**src/verilog/hbmx_pkg.sv**
```systemverilog
`default_nettype none
package hbmx_pkg;
  // main mode field: host-bus personality code
  localparam int         HBMX_MAIN_MODE_W   = 4;
  localparam logic [3:0] HBMX_MAIN_MODE_HB8 = 4'h2;
  // host-bus mode field: multiplexed variant
  localparam logic [1:0] HBMX_HB_MODE_MUX   = 2'h0;
  // select-line configuration codes
  localparam logic [1:0] HBMX_CS_ALE        = 2'h0;
  localparam logic [1:0] HBMX_CS_ONE        = 2'h1;
  localparam logic [1:0] HBMX_CS_TWO        = 2'h2;
  localparam logic [1:0] HBMX_CS_ALE_TWO    = 2'h3;
  // widths
  localparam int         HBMX_DW            = 8;
  localparam int         HBMX_AW            = 28;
  // phase lengths in ns and derived cycles at 250 MHz
  localparam int         HBMX_CLK_PS        = 4000;
  localparam int         HBMX_ALE_NS        = 8;
  localparam int         HBMX_STB_NS        = 12;
  localparam int         HBMX_ALE_CYC       = (HBMX_ALE_NS * 1000 + HBMX_CLK_PS - 1) / HBMX_CLK_PS;
  localparam int         HBMX_STB_CYC       = (HBMX_STB_NS * 1000 + HBMX_CLK_PS - 1) / HBMX_CLK_PS;
  localparam logic [3:0] HBMX_ALE_CNT       = 4'(HBMX_ALE_CYC - 1);
  localparam logic [3:0] HBMX_STB_CNT       = 4'(HBMX_STB_CYC - 1);
  // request word: write flag, address, data
  localparam int         HBMX_RW            = 1 + HBMX_AW + HBMX_DW;
  // access states
  typedef enum logic [1:0]
  {
    HBMX_IDLE = 2'b00,
    HBMX_ADDR = 2'b01,
    HBMX_STRB = 2'b10,
    HBMX_DONE = 2'b11
  } hbmx_state_e;
endpackage : hbmx_pkg
`default_nettype wire

```
**src/verilog/hbmx_buf.sv**
```systemverilog
`timescale 1ns/100ps
`default_nettype none
// two-entry buffer; read data come from registers
module hbmx_buf
#(
  parameter int W = 8
)
(
  input  wire logic         clk,
  input  wire logic         rst_n,
  input  wire logic         in_valid,
  output logic              in_ready,
  input  wire logic [W-1:0] in_data,
  output logic              out_valid,
  input  wire logic         out_ready,
  output logic [W-1:0]      out_data
);
  logic [W-1:0] slot0;   // head entry
  logic [W-1:0] slot1;   // second entry
  logic [1:0]   count;   // entries held
  logic         push;
  logic         pop;

  assign push      = in_valid && in_ready;
  assign pop       = out_valid && out_ready;
  assign in_ready  = (count != 2'h2);
  assign out_valid = (count != 2'h0);
  assign out_data  = slot0;

  ////////////////////////////////////////////////////////////////
  // occupancy
  always_ff @(posedge clk or negedge rst_n)
  begin
    if (!rst_n)
      count <= 2'h0;
    else
      count <= 2'(count + {1'b0, push} - {1'b0, pop});
  end

  // storage; head refilled from slot1 or input on pop
  always_ff @(posedge clk or negedge rst_n)
  begin
    if (!rst_n)
    begin
      slot0 <= '0;
      slot1 <= '0;
    end
    else
    begin
      if (pop)
      begin
        slot0 <= (count == 2'h2) ? slot1 : in_data;
        if (push && count == 2'h2)
          slot1 <= in_data;
      end
      else if (push)
      begin
        if (count == 2'h0)
          slot0 <= in_data;
        else
          slot1 <= in_data;
      end
    end
  end
endmodule : hbmx_buf
`default_nettype wire

```
**src/verilog/hbmx_port.sv**
```systemverilog
`timescale 1ns/100ps
`default_nettype none
module hbmx_port
(
  input  wire logic                        core_clk,
  input  wire logic                        rst_b,
  input  wire logic [hbmx_pkg::HBMX_MAIN_MODE_W-1:0] interface_main_config,
  input  wire logic [1:0]                  host_bus_config,
  input  wire logic [1:0]                  select_line_config,
  input  wire logic                        req_valid,
  output logic                             req_ready,
  input  wire logic                        req_write,
  input  wire logic [hbmx_pkg::HBMX_AW-1:0] req_addr,
  input  wire logic [hbmx_pkg::HBMX_DW-1:0] req_wdata,
  output logic                             rsp_valid,
  output logic [hbmx_pkg::HBMX_DW-1:0]     rsp_rdata,
  output logic [hbmx_pkg::HBMX_DW-1:0]     shared_addr_data_out,
  output logic [hbmx_pkg::HBMX_DW-1:0]     shared_addr_data_oe,
  input  wire logic [hbmx_pkg::HBMX_DW-1:0] shared_addr_data_in,
  output logic [hbmx_pkg::HBMX_AW-1:8]     addr_hi,
  output logic                             ale,
  output logic                             rd_b,
  output logic                             wr_b,
  output logic [3:0]                       sel_b,
  output logic                             enabled
);
  import hbmx_pkg::*;

  ////////////////////////////////////////////////////////////////
  // reset release through two flops
  logic rst_s1;          // first sync stage
  logic rst_n;           // synchronised reset

  always_ff @(posedge core_clk or negedge rst_b)
  begin
    if (!rst_b)
    begin
      rst_s1 <= 1'b0;
      rst_n  <= 1'b0;
    end
    else
    begin
      rst_s1 <= 1'b1;
      rst_n  <= rst_s1;
    end
  end

  ////////////////////////////////////////////////////////////////
  // personality decode
  logic active;          // muxed eight-bit host bus in force

  assign active = (interface_main_config == HBMX_MAIN_MODE_HB8)
               && (host_bus_config == HBMX_HB_MODE_MUX);

  // active-high select pattern for a config code and address
  function automatic logic [3:0] sel_decode(input logic [1:0] cfg, input logic [HBMX_AW-1:0] a);
    logic [3:0] s;
    s = 4'h0;
    unique case (cfg)
      HBMX_CS_ALE:     s = 4'h0;                                  // latch strobe only
      HBMX_CS_ONE:     s = 4'h1;                                  // one select
      HBMX_CS_TWO,
      HBMX_CS_ALE_TWO: s = a[HBMX_AW-1] ? 4'h2 : 4'h1;            // top address bit picks
    endcase
    return s;
  endfunction : sel_decode

  ////////////////////////////////////////////////////////////////
  // request buffer: stall downstream loses nothing
  logic              b_valid;
  logic              b_ready;
  logic [HBMX_RW-1:0] b_data;

  hbmx_buf #(.W(HBMX_RW)) u_buf
  (
    .clk       (core_clk),
    .rst_n     (rst_n),
    .in_valid  (req_valid),
    .in_ready  (req_ready),
    .in_data   ({req_write, req_addr, req_wdata}),
    .out_valid (b_valid),
    .out_ready (b_ready),
    .out_data  (b_data)
  );

  ////////////////////////////////////////////////////////////////
  // access sequencer
  hbmx_state_e       state;
  hbmx_state_e       next_state;
  logic [3:0]        cnt;       // phase cycle counter
  logic              cur_wr;    // access is a write
  logic [HBMX_AW-1:0] cur_addr; // latched access address
  logic [HBMX_DW-1:0] cur_data; // write byte

  // take a word only when idle and personality active
  assign b_ready = (state == HBMX_IDLE) && active;

  // next state
  always_comb
  begin
    next_state = state;
    unique case (state)
      HBMX_IDLE: if (b_valid && active) next_state = HBMX_ADDR;
      HBMX_ADDR: if (cnt == HBMX_ALE_CNT) next_state = HBMX_STRB;
      HBMX_STRB: if (cnt == HBMX_STB_CNT) next_state = HBMX_DONE;
      HBMX_DONE: next_state = HBMX_IDLE;
    endcase
  end

  // state register
  always_ff @(posedge core_clk or negedge rst_n)
  begin
    if (!rst_n)
      state <= HBMX_IDLE;
    else
      state <= next_state;
  end

  // phase counter restarts at each state change
  always_ff @(posedge core_clk or negedge rst_n)
  begin
    if (!rst_n)
      cnt <= 4'h0;
    else if (next_state != state)
      cnt <= 4'h0;
    else
      cnt <= 4'(cnt + 4'h1);
  end

  // capture the buffered word at start of access
  always_ff @(posedge core_clk or negedge rst_n)
  begin
    if (!rst_n)
    begin
      cur_wr   <= 1'b0;
      cur_addr <= '0;
      cur_data <= '0;
    end
    else if (b_valid && b_ready)
    begin
      cur_wr   <= b_data[HBMX_RW-1];
      cur_addr <= b_data[HBMX_DW +: HBMX_AW];
      cur_data <= b_data[HBMX_DW-1:0];
    end
  end

  ////////////////////////////////////////////////////////////////
  // pin drive; outputs registered from next_state, addr_hi from the buffer handshake
  logic [3:0] sel_n;     // select pattern for this access
  logic       use_ale;   // config includes latch strobe

  // first address-phase cycle takes the word still in the buffer: cur_addr is loaded on that same edge
  assign sel_n   = sel_decode(select_line_config, (state == HBMX_IDLE) ? b_data[HBMX_DW +: HBMX_AW] : cur_addr);
  assign use_ale = (select_line_config == HBMX_CS_ALE) || (select_line_config == HBMX_CS_ALE_TWO);

  // shared lines: address in latch phase, write byte in strobe phase
  always_ff @(posedge core_clk or negedge rst_n)
  begin
    if (!rst_n)
    begin
      shared_addr_data_out <= '0;
      shared_addr_data_oe  <= '0;
    end
    else if (next_state == HBMX_ADDR)
    begin
      shared_addr_data_out <= (state == HBMX_IDLE) ? b_data[HBMX_DW +: HBMX_DW]
                                                   : cur_addr[HBMX_DW-1:0];
      shared_addr_data_oe  <= '1;
    end
    else if (next_state == HBMX_STRB)
    begin
      shared_addr_data_out <= cur_data;
      shared_addr_data_oe  <= cur_wr ? '1 : '0;                                // read releases lines
    end
    else
    begin
      shared_addr_data_out <= '0;
      shared_addr_data_oe  <= '0;
    end
  end

  // dedicated upper address held for the whole access
  always_ff @(posedge core_clk or negedge rst_n)
  begin
    if (!rst_n)
      addr_hi <= '0;
    else if (b_valid && b_ready)
      addr_hi <= b_data[HBMX_DW+8 +: HBMX_AW-8];
  end

  // latch strobe high only during address phase, when configured
  always_ff @(posedge core_clk or negedge rst_n)
  begin
    if (!rst_n)
      ale <= 1'b0;
    else
      ale <= (next_state == HBMX_ADDR) && use_ale;
  end

  // data strobes, low active, only after latch phase
  always_ff @(posedge core_clk or negedge rst_n)
  begin
    if (!rst_n)
    begin
      rd_b <= 1'b1;
      wr_b <= 1'b1;
    end
    else
    begin
      rd_b <= !((next_state == HBMX_STRB) && !cur_wr);
      wr_b <= !((next_state == HBMX_STRB) && cur_wr);
    end
  end

  // selects low through the access; none in latch-only config
  always_ff @(posedge core_clk or negedge rst_n)
  begin
    if (!rst_n)
      sel_b <= 4'hF;
    else if (next_state == HBMX_STRB || next_state == HBMX_ADDR)
      sel_b <= ~sel_n;
    else
      sel_b <= 4'hF;
  end

  // read byte sampled on the last strobe cycle
  always_ff @(posedge core_clk or negedge rst_n)
  begin
    if (!rst_n)
    begin
      rsp_valid <= 1'b0;
      rsp_rdata <= '0;
    end
    else
    begin
      rsp_valid <= (state == HBMX_STRB) && (next_state == HBMX_DONE);
      if ((state == HBMX_STRB) && (next_state == HBMX_DONE) && !cur_wr)
        rsp_rdata <= shared_addr_data_in;
    end
  end

  // personality status
  always_ff @(posedge core_clk or negedge rst_n)
  begin
    if (!rst_n)
      enabled <= 1'b0;
    else
      enabled <= active;
  end
endmodule : hbmx_port
`default_nettype wire
```
**config.mk**
```make
export PLATFORM = sky130hd
export DESIGN_NAME = hbmx_port
export DESIGN_NICKNAME = d
export VERILOG_FILES = /design/src/verilog/hbmx_pkg.sv /design/src/verilog/hbmx_buf.sv /design/src/verilog/hbmx_port.sv
export SDC_FILE = /design/constraint.sdc
export NUM_CORES = 1
export LEC_CHECK = 0
export BUFFER_PORTS_ARGS = -buffer_cell sky130_fd_sc_hd__buf_2
export CAP_MARGIN = 40
export CORE_MARGIN = 8
export CORE_UTILIZATION = 25
export DETAILED_ROUTE_END_ITERATION = 6
export MAX_ROUTING_LAYER = met4
export PLACE_DENSITY_LB_ADDON = 0.05
export SETUP_SLACK_MARGIN = 0.15
export SYNTH_ARGS = -nofsm -noshare
export SYNTH_HDL_FRONTEND = slang
export SYNTH_HIERARCHICAL = 1
export SYNTH_SLANG_ARGS = --single-unit
export TNS_END_PERCENT = 5
```
**constraint.sdc**
```tcl
create_clock -name core_clk -period 8 [get_ports core_clk]
set_input_delay 0.4 -clock core_clk [delete_from_list [all_inputs] [get_ports core_clk]]
set_output_delay 0.4 -clock core_clk [all_outputs]
set_load 0.05 [all_outputs]
```
==> results.toml <==
[place]
detailed_place_hpwl_um = 11700
port-buffer-count = 107
placement.cell_area_um2 = 7840
routabilityCongestion = 0.751

[finish]
final_cell_area_um2 = 8430
drive_gt1_frac = 0.390
most_common_library_cell_in_the_layout_ignoring_fill_and_taps = "sky130_fd_sc_hd__dfrtp_1"
most-common-layout-cells = "sky130_fd_sc_hd__dfrtp_1 (140), sky130_fd_sc_hd__buf_2 (107), sky130_fd_sc_hd__mux2_2 (49)"
flow.area_growth_from_synthesis_pct = 16.8
finalNetCount = 703

[worst_setup_path]
criticalPathCategory = "register to register"
cp.arrival_ns = 3.51
worstSetupStartpointType = "register"
cp_data_required_time_ns = 8.30
timing.critical_path.slowest_cell_delay_ns = 0.60
crit_path_frequent_cell = "sky130_fd_sc_hd__buf_4"
slowest_stage = "sky130_fd_sc_hd__buf_4"
worst_setup_ep_type = "register"
timing.critical_path.cells = "nor2_1, and3_2, buf_4, nand3b_1, buf_4, mux2_2"
worstPathMaxFanout = 80

[floorplanning]
boundaryPins = 110
placement_rows = 62
dieHeight_um = 186
fp.dieArea_um2 = 34600
coreArea_um2 = 28500
die_width_um = 186
initial_utilization = 0.253

[clock_tree]
cts-buffers-inserted = 17
post_cts.repair.setup_buffers = 0
post_cts_resize_count = 0
worst_setup_hold_path_clk_slew_ns = 0.06
cts_root_buf = "sky130_fd_sc_hd__clkbuf_16"
tritoncts = "done"
worst_skew_pair.late_latency_ns = 0.43
number_of_buffers_inserted_for_hold_repair_after_clock_tree_synthesis = 1
cts_max_level = 4
clock_tree_sinks = 145
clk_path_buf_depth = 2

[power]
pwr_density_cell_nw_per_um2 = 386
p_switching_w = 0.00126
vdd_drop_max_v = 0.000153
power.internal_w = 0.00200
power_frac_comb = 0.369
cellLeakagePower_nw = 3.97
power.share.sequential = 0.388
sw_frac_of_total = 0.386
power.share.clock = 0.243

[synth]
yosysWarnings = 6
synth_edf_count = 0
async_flop_share = 1.00
synth_area_leader_cell = "sky130_fd_sc_hd__dfrtp_1"
ys_ff_latch = 145
seq_area_frac_synth = 0.503
synth_ff_type = "sky130_fd_sc_hd__dfrtp_1"
netlist_area_before_placement_um2 = 7220
yosys.area.top_type_share = 0.489
avgSynthCellArea_um2 = 12.6
syn-instance-count = 571
netlist_top_cells_area = "sky130_fd_sc_hd__dfrtp_1 (49%), sky130_fd_sc_hd__mux2_4 (7.7%), sky130_fd_sc_hd__mux2_2 (7.6%)"
synthDistinctLibCells = 48

[worst_hold_path]
min_path_type = "primary input to register"

[grt]
grt.overflow.total = 0
vias_in_the_first_global_route = 5069
grt_max_degree = 81
grt_util_all_layers = 0.116
global_route_wire_length_before_repair_um = 29800
grt_antenna_before_repair = 3

[timing]
finalHoldWorstSlack_ns = 0.211
finalSetupViolations = 0
timing.final.hold_violations = 0
final.min_clock_period_ns = 3.21
skew_ns = 0.0150
max_clock_freq_ghz = 0.311
worstMarginPinSlew_ns = 0.863
period_share = 0.402
timing.max_slew.rel_slack = 0.425
setup-tns-final_ns = 0
rsz0062_at_grt = "no"
drv_slew = 0

[detailed_routing]
drt_first_pass_iters = 6
drt-vias-per-instance = 4.43
drt_iter0_drc = 195
drt.antenna.violating_nets = 0
drc_violation_count_after_routing = 0
routed_wirelength_um = 18800
via_count = 4593
per_cell_routed_wire_length_um = 18.1

[status]
outcome = "finished, final reports clean"

[flow_run]
timing.max_cap.violations = 0
-- power groups by stage --
stage | logic (W) | clock network (W) | registers, W
after floorplan | 0.000911 | 0 | 0.00132
after global placement | 0.00119 | 0 | 0.00127
after detailed placement | 0.00122 | 0 | 0.00128
after CTS | 0.00123 | 0.000822 | 0.00127
after global routing | 0.00130 | 0.000856 | 0.00131
final | 0.00120 | 0.000791 | 0.00126
-- per-layer routing --
| metal | track usage | vias to the layer above | share of wire |
|---|---|---|---|
| li1 | - | 2133 | - |
| met1 | 0.145 | 2358 | 0.47 |
| met2 | 0.186 | 89 | 0.48 |
| met3 | 0.0269 | 13 | 0.040 |
| met4 | 0.0308 | 0 | 0.011 |
| met5 | - | - | 0 |
-- sequential cells by signal, indices dropped and copies added (netlist names) --
register,count
u_buf/out_data,37
u_buf/slot1,37
cur_addr,28
cur_data,8
rsp_rdata,8
shared_addr_data_out,8
cnt,4
sel_b,2
state,2
u_buf/count,2
ale,1
cur_wr,1
enabled,1
rd_b,1
rsp_valid,1
rst_n,1
rst_s1,1
shared_addr_data_oe,1
wr_b,1
-- critical path, delay by kind of cell (launching register included) --
kind          cells  cell delay (ns)
buf+inv           2             1.09
flops             1             0.48
simple gates      3             1.12
mux               1             0.38
-- cell usage after synthesis (5+ instances only) --
master,n
sky130_fd_sc_hd__buf_12,5
sky130_fd_sc_hd__o221a_1,30
sky130_fd_sc_hd__buf_2,8
sky130_fd_sc_hd__a31oi_1,37
sky130_fd_sc_hd__mux2_2,49
sky130_fd_sc_hd__nor2b_1,5
sky130_fd_sc_hd__buf_4,29
sky130_fd_sc_hd__ha_1,9
sky130_fd_sc_hd__dfrtp_1,141
sky130_fd_sc_hd__nand2b_1,41
sky130_fd_sc_hd__mux2_4,37
sky130_fd_sc_hd__inv_1,42
sky130_fd_sc_hd__o221a_2,8
sky130_fd_sc_hd__nand2_1,8
sky130_fd_sc_hd__clkbuf_1,22
sky130_fd_sc_hd__and3b_1,37
sky130_fd_sc_hd__mux2i_1,10
-- through the flow --
stage | power, W | cells | utilization | setup WS [ns]
after global placement | 0.00247 | 1000 | 0.274 | 4.21
after floorplan | 0.00223 | 573 | - | 3.67
after global routing | 0.00346 | 1037 | 0.295 | 4.52
after CTS | 0.00332 | 1035 | 0.295 | 4.72
after detailed placement | 0.00250 | 1002 | 0.275 | 4.61
final | 0.00325 | 1037 | 0.295 | 4.79
-- area by class of cell --
class                      instances  area, um^2
fill                            2994       20100
sequential                       145        3640
multi-input combinational        315        2950
timing repair buffer             117         626
tap                              384         480
clock buffer                      20         457
inverter                          42         158
clock inverter                    12         125
antenna                            2        5.00
-- final timing paths --
check / startpoint / end / slack, ns / depth (start not counted)
worst min register to register: rst_n / cur_addr[10] / 0.30 / 0
worst max register to register: state[0] / u_buf/slot1[8] / 4.79 / 6
worst min-delay path: shared_addr_data_in[1] / rsp_rdata[1] / 0.21 / 2
max in group asynchronous: rst_n / u_buf/out_data[34] / 6.47 / 1
min in group asynchronous: rst_b / rst_n / 0.28 / 2
worst max-delay path: state[0] / u_buf/slot1[8] / 4.79 / 6
-- cell families after synthesis --
kind of cell | count (synthesis) | synth area share
muxes | 96 | 0.167
and+or+nand+nor | 116 | 0.114
xor gates and xnor gates | 3 | 0.00364
buffers and inverters | 113 | 0.0907
AOI/OAI and AO/OA | 88 | 0.105
other | 1 | 0.000520
DFF | 145 | 0.503
adders and majority gates | 9 | 0.0156
(Power assumes the default switching activity.)
